**src/verilog/rcp_pkg.sv**
```systemverilog
`default_nettype none
package rcp_pkg;
  // ****************************************
  // register offsets (byte addresses)
  // ****************************************
  localparam logic [7:0] RCP_CTRL_OFS = 8'h00;
  localparam logic [7:0] RCP_RXL_OFS = 8'h04;
  localparam logic [7:0] RCP_PIN_OFS = 8'h08;
  localparam logic [7:0] RCP_IST_OFS = 8'h0C;
  localparam logic [7:0] RCP_IMSK_OFS = 8'h10;
  localparam logic [7:0] RCP_OUT_OFS = 8'h14;

  // ****************************************
  // field positions
  // ****************************************
  localparam int RCP_CTRL_RX = 0;
  localparam int RCP_CTRL_TX = 1;
  localparam int RCP_CTRL_CMD = 2;
  localparam int RCP_CTRL_ACK = 3;
  localparam int RCP_CTRL_ACT = 4;
  localparam int RCP_IRQ_IN = 0;
  localparam int RCP_IRQ_JOIN = 1;
  localparam int RCP_IRQ_FACT = 2;
  localparam int RCP_IRQ_ACKREQ = 3;
  localparam int RCP_IRQ_W = 4;

  // ****************************************
  // timing
  // ****************************************
  localparam int RCP_CLK_MHZ = 125;
  localparam int RCP_TICK_US = 1000;
  localparam int RCP_TICK_CYC = RCP_TICK_US * RCP_CLK_MHZ;
  localparam int RCP_MS_W = 11;
  localparam logic [10:0] RCP_MOMENT_MS = 11'h2F8;
  localparam logic [10:0] RCP_ACK_MS = 11'h014;
  localparam int RCP_DEB_MS = 10;
  localparam logic [10:0] RCP_GAP_MS = 11'h3E8;
  localparam logic [2:0] RCP_FACT_PRESSES = 3'h4;
  localparam logic [10:0] RCP_ACT_PERIOD_MS = 11'h3E8;
  localparam logic [10:0] RCP_ACT_MS0 = 11'h000;
  localparam logic [10:0] RCP_ACT_MS1 = 11'h032;
  localparam logic [10:0] RCP_ACT_MS2 = 11'h0C8;
  localparam logic [10:0] RCP_ACT_MS3 = 11'h1F4;
  localparam logic [1:0] RCP_STRAP_WAIT = 2'h3;
endpackage
`default_nettype wire

```
**src/verilog/rcp_pin_logic.sv**
```systemverilog
`timescale 1ns/1ns
`default_nettype none
module rcp_pin_logic
  import rcp_pkg::*;
#(
  parameter int TICK_CYCLES = RCP_TICK_CYC
) (
  // clock and reset
  input wire logic sys_clk,
  input wire logic sys_rst,
  // ahb-lite slave
  input wire logic hsel,
  input wire logic [31:0] haddr,
  input wire logic [1:0] htrans,
  input wire logic hwrite,
  input wire logic [2:0] hsize,
  input wire logic [31:0] hwdata,
  input wire logic hready,
  output logic hreadyout,
  output logic [31:0] hrdata,
  output logic hresp,
  output logic irq,
  // control lines
  input wire logic [7:0] control_lines_in,
  output logic [7:0] control_lines_out,
  output logic [7:0] control_lines_oe,
  // straps and mode pins
  input wire logic dir_low_group,
  input wire logic dir_high_group,
  input wire logic power_down_n,
  input wire logic latch_sel,
  input wire logic ack_enable,
  input wire logic ext_reset_n,
  input wire logic pair_button,
  // serial command pins
  input wire logic cmd_data_in,
  output logic cmd_data_out,
  // indicator and amplifier pins
  output logic rx_amp_enable,
  output logic tx_amp_enable,
  output logic activity_indicator,
  output logic ack_indication
);
  if (TICK_CYCLES < 2) begin : g_bad_tick
    $error("rcp_pin_logic: TICK_CYCLES below 2");
  end
  localparam int DIV_W = $clog2(TICK_CYCLES);
  typedef struct packed {
    logic [DIV_W-1:0] div_cnt;
    logic tick;
    logic [1:0] strap_cnt;
    logic strap_done;
    logic [1:0] dir_cap;
    logic [7:0] oe;
    logic [7:0] out;
    logic [7:0] rx_prev;
    logic [7:0] in_prev;
    logic [RCP_MS_W-1:0] hold_cnt;
    logic [RCP_MS_W-1:0] ack_cnt;
    logic ack_ind;
    logic [1:0] act_state;
    logic [RCP_MS_W-1:0] act_cnt;
    logic act_ind;
    logic pb_prev;
    logic [2:0] press_cnt;
    logic [RCP_MS_W-1:0] gap_cnt;
    logic rx_act;
    logic tx_act;
    logic rx_amp;
    logic tx_amp;
    logic cmd_out;
    logic [RCP_IRQ_W-1:0] ist;
    logic [RCP_IRQ_W-1:0] imsk;
    logic irq;
    logic wr_pend;
    logic rd_pend;
    logic hit;
    logic [7:0] addr;
    logic [31:0] rdata;
    logic ready;
  } rcp_st_t;
  rcp_st_t q;
  rcp_st_t d;

  // ****************************************
  // input synchronisers
  // ****************************************
  logic [14:0] pins_s;
  logic pb_s;
  logic [7:0] lines_s;
  logic dlo_s, dhi_s, pd_s, latch_s, acken_s, rstn_s, cmdin_s;
  // every strap and pin passes three flip-flops
  rcp_sync #(.WIDTH(15), .DEB_TICKS(0)) u_sync_pins (
    .sys_clk(sys_clk),
    .sys_rst(sys_rst),
    .tick(q.tick),
    .din({cmd_data_in, ext_reset_n, ack_enable, latch_sel, power_down_n,
          dir_high_group, dir_low_group, control_lines_in}),
    .dout(pins_s)
  );
  // pair button also debounced on ms ticks
  rcp_sync #(.WIDTH(1), .DEB_TICKS(RCP_DEB_MS)) u_sync_pb (
    .sys_clk(sys_clk),
    .sys_rst(sys_rst),
    .tick(q.tick),
    .din(pair_button),
    .dout(pb_s)
  );
  // split the synchronised pin word back into its signals
  assign {cmdin_s, rstn_s, acken_s, latch_s, pd_s, dhi_s, dlo_s, lines_s} = pins_s;
  // activity pulse width per operating state
  function automatic logic [RCP_MS_W-1:0] act_width(input logic [1:0] st);
    case (st)
      2'h0: act_width = RCP_ACT_MS0;
      2'h1: act_width = RCP_ACT_MS1;
      2'h2: act_width = RCP_ACT_MS2;
      default: act_width = RCP_ACT_MS3;
    endcase
  endfunction

  // ****************************************
  // bus write strobes and block events
  // ****************************************
  logic acc, wr_ctrl, wr_rxl, wr_ist, wr_msk, live, rx_evt, ack_evt, pb_rise;
  logic [7:0] rx_bits;
  logic [7:0] in_rise;
  assign acc = hsel & htrans[1] & hready;
  assign wr_ctrl = q.wr_pend & q.hit & (q.addr == RCP_CTRL_OFS);
  assign wr_rxl = q.wr_pend & q.hit & (q.addr == RCP_RXL_OFS);
  assign wr_ist = q.wr_pend & q.hit & (q.addr == RCP_IST_OFS);
  assign wr_msk = q.wr_pend & q.hit & (q.addr == RCP_IMSK_OFS);
  assign live = pd_s & q.strap_done;
  assign rx_evt = wr_rxl & live;
  assign rx_bits = hwdata[7:0] & q.oe;
  assign ack_evt = wr_ctrl & hwdata[RCP_CTRL_ACK] & live;
  assign pb_rise = pb_s & ~q.pb_prev & live;
  assign in_rise = lines_s & ~q.in_prev & ~q.oe;

  // ****************************************
  // next-state logic
  // ****************************************
  always_comb begin
    d = q;
    // ms tick divider
    if (q.div_cnt == DIV_W'(TICK_CYCLES - 1)) begin
      d.div_cnt = '0;
      d.tick = 1'b1;
    end else begin
      d.div_cnt = q.div_cnt + DIV_W'(1);
      d.tick = 1'b0;
    end
    // strap capture a few cycles after reset
    if (!q.strap_done) begin
      d.strap_cnt = q.strap_cnt + 2'h1;
      if (q.strap_cnt == RCP_STRAP_WAIT) begin
        d.strap_done = 1'b1;
        d.dir_cap = {dhi_s, dlo_s};
        d.oe = {{4{~dhi_s}}, {4{~dlo_s}}};
      end
    end
    // control line outputs
    if (rx_evt) begin
      d.rx_prev = rx_bits;
      if (latch_s) begin
        d.out = (q.out ^ (rx_bits & ~q.rx_prev)) & q.oe;
      end else begin
        d.out = rx_bits;
        d.hold_cnt = RCP_MOMENT_MS;
      end
    end else if (q.tick && q.hold_cnt != '0) begin
      d.hold_cnt = q.hold_cnt - 11'h001;
      if (q.hold_cnt == 11'h001 && !latch_s) begin
        d.out = 8'h00;
      end
    end
    d.in_prev = lines_s;
    // pair button presses and factory sequence
    d.pb_prev = pb_s;
    if (pb_rise) begin
      d.gap_cnt = RCP_GAP_MS;
      if (q.press_cnt + 3'h1 == RCP_FACT_PRESSES) begin
        d.press_cnt = 3'h0;
      end else begin
        d.press_cnt = q.press_cnt + 3'h1;
      end
    end else if (q.tick && q.gap_cnt != '0) begin
      d.gap_cnt = q.gap_cnt - 11'h001;
      if (q.gap_cnt == 11'h001) begin
        d.press_cnt = 3'h0;
      end
    end
    // acknowledgement indication hold
    if (ack_evt) begin
      d.ack_cnt = RCP_ACK_MS;
    end else if (q.tick && q.ack_cnt != '0) begin
      d.ack_cnt = q.ack_cnt - 11'h001;
    end
    // activity indicator: period on ticks, width by state
    if (q.tick) begin
      if (q.act_cnt == RCP_ACT_PERIOD_MS - 11'h001) begin
        d.act_cnt = '0;
      end else begin
        d.act_cnt = q.act_cnt + 11'h001;
      end
    end
    d.act_ind = live & (q.act_cnt < act_width(q.act_state));
    // control register write
    if (wr_ctrl) begin
      d.rx_act = hwdata[RCP_CTRL_RX];
      d.tx_act = hwdata[RCP_CTRL_TX];
      d.cmd_out = hwdata[RCP_CTRL_CMD];
      d.act_state = hwdata[RCP_CTRL_ACT+1:RCP_CTRL_ACT];
    end
    if (wr_msk) begin
      d.imsk = hwdata[RCP_IRQ_W-1:0];
    end
    // sticky events: write-one clears, a new event wins
    d.ist = q.ist & ~(wr_ist ? hwdata[RCP_IRQ_W-1:0] : 4'h0);
    if (live && in_rise != 8'h00) begin
      d.ist[RCP_IRQ_IN] = 1'b1;
    end
    if (pb_rise) begin
      d.ist[RCP_IRQ_JOIN] = 1'b1;
    end
    if (pb_rise && q.press_cnt + 3'h1 == RCP_FACT_PRESSES) begin
      d.ist[RCP_IRQ_FACT] = 1'b1;
    end
    if (rx_evt && acken_s) begin
      d.ist[RCP_IRQ_ACKREQ] = 1'b1;
    end
    // power-down: no outputs, no amplifiers
    if (!pd_s) begin
      d.out = 8'h00;
      d.hold_cnt = '0;
      d.ack_cnt = '0;
    end
    d.ack_ind = (d.ack_cnt != '0);
    d.rx_amp = d.rx_act & pd_s;
    d.tx_amp = d.tx_act & pd_s;
    d.irq = |(d.ist & d.imsk);
    // ahb-lite: writes zero-wait, reads one wait state
    d.wr_pend = acc & hwrite;
    if (acc) begin
      d.addr = haddr[7:0];
      d.hit = (haddr[31:8] == 24'h000000) && (haddr[1:0] == 2'h0);
    end
    d.rd_pend = acc & ~hwrite;
    d.ready = ~d.rd_pend;
    if (q.rd_pend) begin
      d.rdata = 32'h00000000;
      if (q.hit) begin
        case (q.addr)
          RCP_CTRL_OFS: d.rdata = {26'h0, q.act_state, 1'b0, q.cmd_out, q.tx_act, q.rx_act};
          RCP_RXL_OFS: d.rdata = {24'h0, q.rx_prev};
          RCP_PIN_OFS: d.rdata = {16'h0, q.strap_done, cmdin_s, pb_s, acken_s, latch_s, pd_s, q.dir_cap,
                                 lines_s};
          RCP_IST_OFS: d.rdata = {28'h0, q.ist};
          RCP_IMSK_OFS: d.rdata = {28'h0, q.imsk};
          RCP_OUT_OFS: d.rdata = {16'h0, q.oe, q.out};
          default: d.rdata = 32'h00000000;
        endcase
      end
    end
    // reset pin clears the block and resamples straps
    if (!rstn_s) begin
      d = '0;
      d.ready = 1'b1;
      d.cmd_out = 1'b1;
    end
  end

  // ****************************************
  // state register and outputs
  // ****************************************
  always_ff @(posedge sys_clk) begin
    if (sys_rst) begin
      q <= '0;
      q.ready <= 1'b1;
      q.cmd_out <= 1'b1;
    end else begin
      q <= d;
    end
  end
  assign hreadyout = q.ready;
  assign hrdata = q.rdata;
  assign hresp = 1'b0;
  assign irq = q.irq;
  assign control_lines_out = q.out; // out is only ever loaded through the oe mask
  assign control_lines_oe = q.oe;
  assign cmd_data_out = q.cmd_out;
  assign rx_amp_enable = q.rx_amp;
  assign tx_amp_enable = q.tx_amp;
  assign activity_indicator = q.act_ind;
  assign ack_indication = q.ack_ind;
endmodule
`default_nettype wire

```
**src/verilog/rcp_sync.sv**
```systemverilog
`timescale 1ns/1ns
`default_nettype none
module rcp_sync
  import rcp_pkg::*;
#(
  parameter int WIDTH = 1,
  parameter int DEB_TICKS = 0
) (
  // clock and reset
  input wire logic sys_clk,
  input wire logic sys_rst,
  input wire logic tick,
  // raw pins and clean result
  input wire logic [WIDTH-1:0] din,
  output logic [WIDTH-1:0] dout
);
  // refuse widths and filter lengths the 8-bit counter cannot serve
  if (WIDTH < 1 || DEB_TICKS < 0 || DEB_TICKS > 255) begin : g_bad_param
    $error("rcp_sync: bad parameters");
  end

  typedef struct packed {
    logic [WIDTH-1:0] s1;
    logic [WIDTH-1:0] s2;
    logic [WIDTH-1:0] stable;
    logic [7:0] cnt;
  } rcp_sync_st_t;

  rcp_sync_st_t q;
  rcp_sync_st_t d;

  // two-flop synchroniser, then optional stability filter on ms ticks
  always_comb begin
    d = q;
    d.s1 = din;
    d.s2 = q.s1;
    if (DEB_TICKS == 0) begin
      d.stable = q.s2;
    end else if (q.s2 == q.stable) begin
      d.cnt = 8'h00;
    end else if (tick) begin
      if (q.cnt == 8'(DEB_TICKS - 1)) begin
        d.stable = q.s2;
        d.cnt = 8'h00;
      end else begin
        d.cnt = q.cnt + 8'h01;
      end
    end
  end

  // state register
  always_ff @(posedge sys_clk) begin
    if (sys_rst) begin
      q <= '0;
    end else begin
      q <= d;
    end
  end

  assign dout = q.stable;
endmodule
`default_nettype wire

```
**config.mk**
```make
export PLATFORM = sky130hd
export DESIGN_NAME = rcp_pin_logic
export DESIGN_NICKNAME = d
export VERILOG_FILES = /design/src/verilog/rcp_pkg.sv /design/src/verilog/rcp_pin_logic.sv /design/src/verilog/rcp_sync.sv
export SDC_FILE = /design/constraint.sdc
export NUM_CORES = 1
export LEC_CHECK = 0
export BUFFER_PORTS_ARGS = -buffer_cell sky130_fd_sc_hd__clkbuf_2
export CORE_MARGIN = 5
export CORE_UTILIZATION = 49
export CTS_BUF_LIST = sky130_fd_sc_hd__clkbuf_4 sky130_fd_sc_hd__clkbuf_8
export CTS_CLUSTER_SIZE = 20
export DETAILED_ROUTE_END_ITERATION = 7
export PLACE_DENSITY_LB_ADDON = 0.2
export SYNTH_ARGS = -nofsm -noshare
export SYNTH_HDL_FRONTEND = slang
export SYNTH_SLANG_ARGS = --single-unit
export TNS_END_PERCENT = 10
```
**constraint.sdc**
```tcl
create_clock -name sys_clk -period 1.8 [get_ports sys_clk]
set_input_delay 0.27 -clock sys_clk [delete_from_list [all_inputs] [get_ports sys_clk]]
set_output_delay 0.27 -clock sys_clk [all_outputs]
set_load 0.01 [all_outputs]
```
# Word-level counts from Yosys, hierarchy flattened
# Index checks and enable logic that the tools add are counted.
# totals
word_cells	166
in_bits	90
output_inout_bits	56
ff_bits	218
# op_classes
add_sub_neg	8
bitwise	39
reduce_logical	33
order_cmp	1
muxes	29
n_eq_ne	16
# op_table
operator	count
11-bit 2-to-1 mux	9
16-bit one-hot mux with 6 select lines	1
11-bit nonzero test	4
8-bit bitwise AND	5
8-bit 2-to-1 mux	5
11-bit by 1-bit subtractor with 11-bit output (second input constant)	3
14-bit 2-to-1 mux	2
9-bit one-hot mux with 3 select lines	1
8-bit by 4-bit equality test with 1-bit output (second input constant)	3
24-bit logical NOT	1
8-bit inverter	3
11-bit by 1-bit equality test with 1-bit output (second input constant)	2
1-bit bitwise AND	18
17-bit by 1-bit adder with 17-bit output (second input constant)	1
17-bit equality test (second input constant)	1
8-bit by 5-bit equality test with 1-bit output (second input constant)	2
16-bit 2-to-1 mux	1
11-bit by 1-bit adder with 11-bit output (second input constant)	1
11-bit by 10-bit equality test with 1-bit output (second input constant)	1
11-bit < comparator	1
1-bit inverter	9
3-bit OR reduction	3
8-bit by 1-bit adder with 8-bit output (second input constant)	1
4-bit bitwise AND	2
24 further kinds	46

# Depth between registers and ports, before layout
# Gate-level depths: netlist of the first run.
# depth
word_depth	8
mapped_depth	8
depth_no_buf	7

# Cells and area by module
# Synthesis of the first run repeated with hierarchy kept, for this count alone.
# hier_totals
hier_cells	970
area_unflattened_um2	8653.3
# by_module_without_submodules
mod	cells_each	area_each_um2	n_inst	seq_area_each_um2
rcp_pin_logic	823	6966.7	1	2862.7
rcp_sync at u_sync_pins	94	1202.4	1	900.9
rcp_sync at u_sync_pb	53	484.2	1	220.2

# Worst setup path after synthesis of the first run
# No wires, ideal clock.
# synth_path
kind	reg2reg
startpoint	register q[58] in the netlist's numbering
endpoint	register q[62] in the netlist's numbering
stages_incl_launch_ff	8
n_path_buf	0
t_required_ns	1.730
path_slack_ns	-0.076
setup_time_ns	0.070
arrival_ns	1.806
synth_period_minus_slack_ns	1.876
cell_sequence	dfxtp_1 inv_1 ha_1 nor2b_1 a41oi_2 nand2_1 or4_1 a21oi_1
# synth_between
elab_chain_cells	2
elab_cells_between_ends	3
cone_classes	add/sub (1); reduce/logical (2)
# synth_rtl
item	line_no	text
start: declaration	rcp_pin_logic.sv:82	rcp_st_t q;
parallel branches: the longest is 2 deep, another holds 11-bit by 1-bit subtractor with 11-bit output	n/a	
# Several ways; the timed one is not identified.
# A chain may end at the register's enable or synchronous reset.

# Worst setup path after layout of the first run
# layout_path
startpoint	register q[35] in the netlist's numbering
endpoint	register q[108] in the netlist's numbering
# layout_between
elab_chain_cells	5
elab_cells_between_ends	7
cone_classes	eq/ne (2); mux (1); bitwise (2); reduce/logical (2)
# layout_rtl
item	line_no	text
8-bit by 3-bit equality test with 1-bit output *	rcp_pin_logic.sv:129	assign wr_rxl = q.wr_pend & q.hit & (q.addr == RCP_RXL_OFS);
1-bit bitwise AND *	rcp_pin_logic.sv:129	
1-bit bitwise AND *	rcp_pin_logic.sv:133	assign rx_evt = wr_rxl & live;
2-bit inequality test (no line) / 2-bit nonzero test (equally long branches)	n/a	
2-bit AND reduction (no line)	n/a	
# Every way passes the cells marked *; elsewhere a longest branch is shown, timed or not.

==> results of run 1 <==
-- tightest hold or removal path: stages --
cell	delay, ns
clkbuf_2	0.08
nand2_1	0.06
a21oi_1	0.06
-- layer usage --
metal / GRT usage / vias up / share of wire
met3: 0.04326 / 14 / 0.043
met2: 0.3168 / 126 / 0.48
met5: 0 / - / 0
met1: 0.2586 / 3244 / 0.47
met4: 0.04955 / 0 / 0.0084
li1: - / 3550 / -
-- stage by stage --
| step | worst slack [ns] | TNS (ns) | instance area [sq um] |
|---|---|---|---|
| after floorplan | 0.007507 | 0 | 8822 |
| after global placement | -0.02343 | -0.2961 | 9542 |
| after detailed placement | -0.08206 | -1.149 | 9542 |
| after CTS | 0.0001381 | 0 | 10190 |
| after global routing | -0.1143 | -0.4863 | 10300 |
| final | 0.03172 | 0 | 10300 |
-- layout make-up --
class,instances,area (sq um)
Clock buffer,17,234.0
Timing Repair Buffer,187,1205
Sequential cell,199,3998
Clock inverter,15,203.9
Tap cell,225,281.5
Multi-Input combinational cell,669,4312
Inverter,19,71.32
Fill cell,1579,7112
-- cells in the final DEF (no fill, tap or decap), types with 4 or more instances in the layout --
| cell type | n |
|---|---|
| a211oi_1 | 4 |
| a21o_1 | 4 |
| a21oi_1 | 55 |
| a22oi_1 | 15 |
| a2bb2oi_1 | 8 |
| a31oi_1 | 9 |
| a32o_1 | 6 |
| and2_1 | 15 |
| and3_1 | 10 |
| and4_1 | 4 |
| buf_4 | 67 |
| clkbuf_2 | 100 |
| clkbuf_8 | 17 |
| clkinv_8 | 6 |
| conb_1 | 17 |
| dfxtp_1 | 188 |
| dfxtp_2 | 11 |
| dlygate4sd3_1 | 19 |
| ha_1 | 18 |
| inv_1 | 18 |
| mux2_2 | 6 |
| mux2i_1 | 16 |
| nand2_1 | 61 |
| nand2b_1 | 16 |
| nand3_1 | 35 |
| nand3b_1 | 5 |
| nand4_1 | 21 |
| nor2_1 | 120 |
| nor2b_1 | 51 |
| nor3_1 | 13 |
| nor4_1 | 7 |
| o21ai_0 | 17 |
| o22ai_1 | 5 |
| o31ai_1 | 6 |
| or3_1 | 10 |
| xnor2_1 | 17 |
| xor2_1 | 31 |
-- power breakdown --
group / switching (uW) / internal [uW]
combinational: 113 / 124
clock: 1770 / 1200
sequential: 17.0 / 4440
-- synth_stat cells (4+ instances only) --
cell type / number / share of area
nor4_1: 8 / 0.0057
a2bb2oi_1: 8 / 0.0080
inv_1: 19 / 0.0082
buf_2: 4 / 0.0023
nand2_1: 64 / 0.028
buf_4: 51 / 0.044
and3_1: 10 / 0.0072
mux2i_1: 16 / 0.018
nand3_1: 36 / 0.021
a211oi_1: 4 / 0.0034
nor2_1: 121 / 0.052
o31ai_1: 6 / 0.0052
nand3b_1: 5 / 0.0043
a21o_1: 4 / 0.0034
nand4_1: 21 / 0.015
o21ai_0: 18 / 0.010
or4_1: 4 / 0.0034
mux2_2: 6 / 0.0077
xnor2_1: 17 / 0.017
a32o_1: 6 / 0.0069
xor2_1: 31 / 0.031
a31oi_1: 9 / 0.0064
nor3_1: 15 / 0.0086
a22oi_1: 15 / 0.013
and2_1: 16 / 0.011
clkbuf_1: 26 / 0.011
and4_1: 4 / 0.0040
a21oi_1: 55 / 0.032
nand2b_1: 17 / 0.012
or3_1: 11 / 0.0079
o22ai_1: 5 / 0.0036
a41oi_1: 4 / 0.0040
nor2b_1: 53 / 0.038
dfxtp_1: 199 / 0.46
ha_1: 20 / 0.029
-- kinds of logic after synthesis --
family                     synth area share
muxes                               0.03166
AOI/OAI and AO/OA                    0.1220
buffers and inverters               0.07062
DFF                                  0.4561
other                             0.0004293
adders and majority gates           0.02865
xor gates and xnor gates            0.04813
and+or+nand+nor                      0.2424
-- repair_timing --
item | 4_1_cts | 5_1_grt
hold endpoints to repair | 18 | 1
gates resized for setup | 7 | 25
buffers inserted | 0 | 4
pin swaps | 2 | 12
hold buffers | 18 | 1
setup endpoints to repair | 19 | 43
-- how the worst max path moves through the flow --
stage	from	endpoint	slack [ns]	depth (start not counted)
floorplan	q[59]	q[63]	0.008	7
global placement	q[160]	q[157]	-0.02	4
detailed placement	q[160]	q[160]	-0.08	4
CTS	q[37]	q[107]	0.0001	7
global route	q[89]	ack_indication	-0.11	8
finish	q[35]	q[108]	0.03	6
-- registers in the layout (all words and copies together) (netlist names) --
register            count
q                     110
u_sync_pb.d             1
cmd_data_out            1
activity_indicator      1
u_sync_pins.d          30
rx_amp_enable           1
hrdata                 16
control_lines_out       8
tx_amp_enable           1
u_sync_pb.dout          1
irq                     1
u_sync_pb.q             9
control_lines_oe        2
ack_indication          1
hreadyout               1
u_sync_pins.dout       15
==> flow_summary.ini, run 1 <==
[outcome]
status = completed

[placement]
dp_hpwl_um = 13910
port_buffers = 100
routabilityCongestion = 0.8186
placedCellCount = 1276

[synth]
yosysWarnings = 0
ys_types = 70
syn_area_per_cell_sq_um = 9.118
yosysSeqAreaShare = 0.4561
async_reset_ff_frac = 0
syn-cell-area_sq_um = 8735
synth_edf_count = 0
synth_seq_cells = 199
ys.flop_type = dfxtp_1
netlist_instances = 958

[clocking]
cts-htree-levels = 4
cts_root_buf = clkbuf_8
clock_latency_ns = 0.48
cts_buffer_depth = 2
cts_tree = yes
clock-sinks = 199
cts_made_buffers = 17
cts.clk_slew.worst_paths_ns = 0.10

[grt]
grt_usage = 0.1928
grt_pass1_vias = 6660
grt_max_degree = 38
grt_overflow_total = 0
antenna_found_initial = 0
grt_pass1_wl_um = 32130

[timing]
drv_slew = 0
worst_pin_slew_ns = 0.5526
min_period_ns = 1.768
setup_violations = 0
rsz0062_at_grt = true
timing.final.crit_share = 0.9824
slew_headroom = 0.6311
hold_viol_final = 0
timing.fmax_mhz = 565.5
clock_skew_ns = 0.01515
whs_ns = 0.02041

[layout]
syn_to_final_growth_pct = 17.98
fin_cells = 1331
drive_gt1_frac = 0.2288
fin_util = 0.5917
n_antenna_cell = 0
num-nets-final = 1203

[hold_path]
min_path_cells = 3
min_to = q[38]
min_from = haddr[5]
hp-class = in -> reg

[critical_path]
max_stage_delay_ns = 0.43
path_buf_inv = 1
cp.required_ns = 2.21
cpLargestDelayFamily = simple AND/OR/NAND/NOR gates
end_kind = flip-flop
r2r_end = q[108]
slowest_stage = or4_4
r2r_slack_ns = 0.03
crit_fanout = 7
cp.arrival_ns = 2.18
reg2reg_depth = 6
path_cells = nor4b_4, buf_4, a41oi_4, nand4_4, or4_4, a31oi_1
r2r-start = q[35]
critPathLaunchType = flip-flop
critPathKind = reg -> reg

[floorplanning]
die_w_um = 143.5
start_util = 0.5015
num_rows = 48
dieArea_sq_um = 20600
placeableCoreArea_sq_um = 17420
die_h_um = 143.5
io_pins = 146

[routing]
detail-route-antenna-nets = 0
vias = 6934
drtIter0Drc = 294
viasPerCell = 5.210
drt_wl_total_um = 19100
firstDrtPassIters = 5
route.detailed.drc = 0
wire_per_inst_um = 14.35

[job]
cap_viol_max_count = 0

[power_and_ir_drop]
powerDensity_nw_per_um2 = 744.3
total_power_uw = 7670
ir_drop_v = 0.0007026
p_leak_uw = 0.003897
Note: power is estimated with default switching activity, not from simulation.
==> run 2: changes to the inputs <==
- CORE_UTILIZATION: 49 -> 30
- PLACE_DENSITY_LB_ADDON: 0.2 -> default
- SETUP_SLACK_MARGIN: default -> 0.15
==> flow_summary.ini, run 2 (synthesis results as in run 1) <==
[routing]
viasPerCell = 4.725
route.detailed.drc = 0
drtIter0Drc = 338
drt_wl_total_um = 21660
wire_per_inst_um = 14.43
detail-route-antenna-nets = 0
vias = 7092
firstDrtPassIters = 4

[floorplanning]
io_pins = 146
num_rows = 62
die_h_um = 180.6
start_util = 0.3043
dieArea_sq_um = 32630
die_w_um = 180.6
placeableCoreArea_sq_um = 28700

[critical_path]
crit_fanout = 8
path_buf_inv = 0
cp.arrival_ns = 2.13
cpLargestDelayFamily = simple AND/OR/NAND/NOR gates
end_kind = flip-flop
cp.required_ns = 2.17
critPathLaunchType = flip-flop
slowest_stage = or4_4
path_cells = or4b_4, or4_4, nand2_8, nor2_1
critPathKind = reg -> reg
max_stage_delay_ns = 0.61

[job]
cap_viol_max_count = 0

[timing]
timing.final.crit_share = 0.9774
finalSetupTns_ns = 0
setup_violations = 0
clock_skew_ns = 0.02180
worst_slack_ns = 0.04065
min_period_ns = 1.759
drv_slew = 0
rsz0062_at_grt = true
timing.fmax_mhz = 568.4
hold_viol_final = 0
whs_ns = 0.03868

[clocking]
cts-htree-levels = 4
cts_buffer_depth = 2
cts_tree = yes
cts.clk_slew.worst_paths_ns = 0.11
cts_made_buffers = 17
clock-sinks = 199
clock_latency_ns = 0.49
cts_root_buf = clkbuf_8

[grt]
grt_overflow_total = 0
antenna_found_initial = 0
grt_pass1_wl_um = 34640
grt_pass1_vias = 6679
grt_max_degree = 45
grt_usage = 0.1284

[layout]
top_register = q
n_antenna_cell = 0
drive_gt1_frac = 0.2901
final_cell_mix = 179 x dfxtp_1, 116 x nor2_1, 100 x clkbuf_2
num-nets-final = 1214
largest_register_ffs = 110
fin_cells = 1501
syn_to_final_growth_pct = 24.98
n_fill_cell = 2920
layout_commonest_cell = dfxtp_1

[placement]
placedCellCount = 1441
dp_slack_ns = 0.01084
routabilityCongestion = 0.8011
dp_hpwl_um = 15970
port_buffers = 100

[power_and_ir_drop]
total_power_uw = 7650
powerDensity_nw_per_um2 = 700.8
ir_drop_v = 0.0003971
p_leak_uw = 0.003987

[outcome]
status = completed

[hold_path]
hp-class = in -> reg
run 2: changes by cell type in the layout (fill, tap and decap cells not counted), moves of 8 or more:
cell	delta
a22oi_1	-9
a22oi_2	+9
dfxtp_1	-9
buf_6	+8
dfxtp_2	+8
run 2: worst paths after layout:
check | start | to | slack [ns] | depth (start not counted)
worst min-delay path | haddr[7] | q[40] | 0.04 | 3
worst max-delay path | q[160] | q[159] | 0.04 | 4
worst max register to register | q[160] | q[159] | 0.04 | 4
worst min register to register | u_sync_pins.d[12] | u_sync_pins.dout[4] | 0.44 | 1
run 2: where the power goes:
part           leakage, uW  switching, uW  internal, uW
logic              0.00215            126           122
registers          0.00162           20.1          4440
clock network     0.000213           1830          1110
total              0.00399           1970          5680
run 2: area by class of cell:
cell class | count | area, sq um | share of cell area
Timing Repair Buffer | 197 | 1315 | 0.1205
Multi-Input combinational cell | 670 | 4616 | 0.4228
Sequential cell | 199 | 4011 | 0.3675
Clock inverter | 14 | 175.2 | 0.01605
Inverter | 19 | 71.32 | 0.006533
Clock buffer | 18 | 247.7 | 0.02269
Tap cell | 384 | 480.5 | 0.04401
run 2: through the flow:
stage	cell area (sq um)	util
global route	10920	0.3803
global placement	9823	0.3422
floorplan	8847	-
finish	10920	0.3803
detailed placement	9823	0.3422
CTS	10540	0.3670
run 2: metal layers:
metal | track usage | up-vias | share of wire | wire length, um
met5 | 0 | - | 0 | 0
met1 | 0.1757 | 3367 | 0.48 | 10320
met2 | 0.2078 | 133 | 0.48 | 10320
met4 | 0.02541 | 0 | 0.0085 | 185
li1 | - | 3576 | - | -
met3 | 0.03068 | 16 | 0.038 | 832
run 2: tightest hold or removal path: cells and delay by family:
| kind | cells | cell delay, ns |
|---|---|---|
| compound gates | 1 | 0.05 |
| buf+inv | 1 | 0.10 |
| simple gates | 1 | 0.06 |
run 2: timing repair:
| action | CTS | global route |
|---|---|---|
| pin swaps | 12 | 53 |
| resized for setup | 23 | 83 |
| buffers inserted | 6 | 5 |
| hold buffers | 16 | 0 |
| hold endpoints to repair | 16 | 0 |
| cloned | 1 | 0 |
| endpoints found under the setup margin | 52 | 85 |
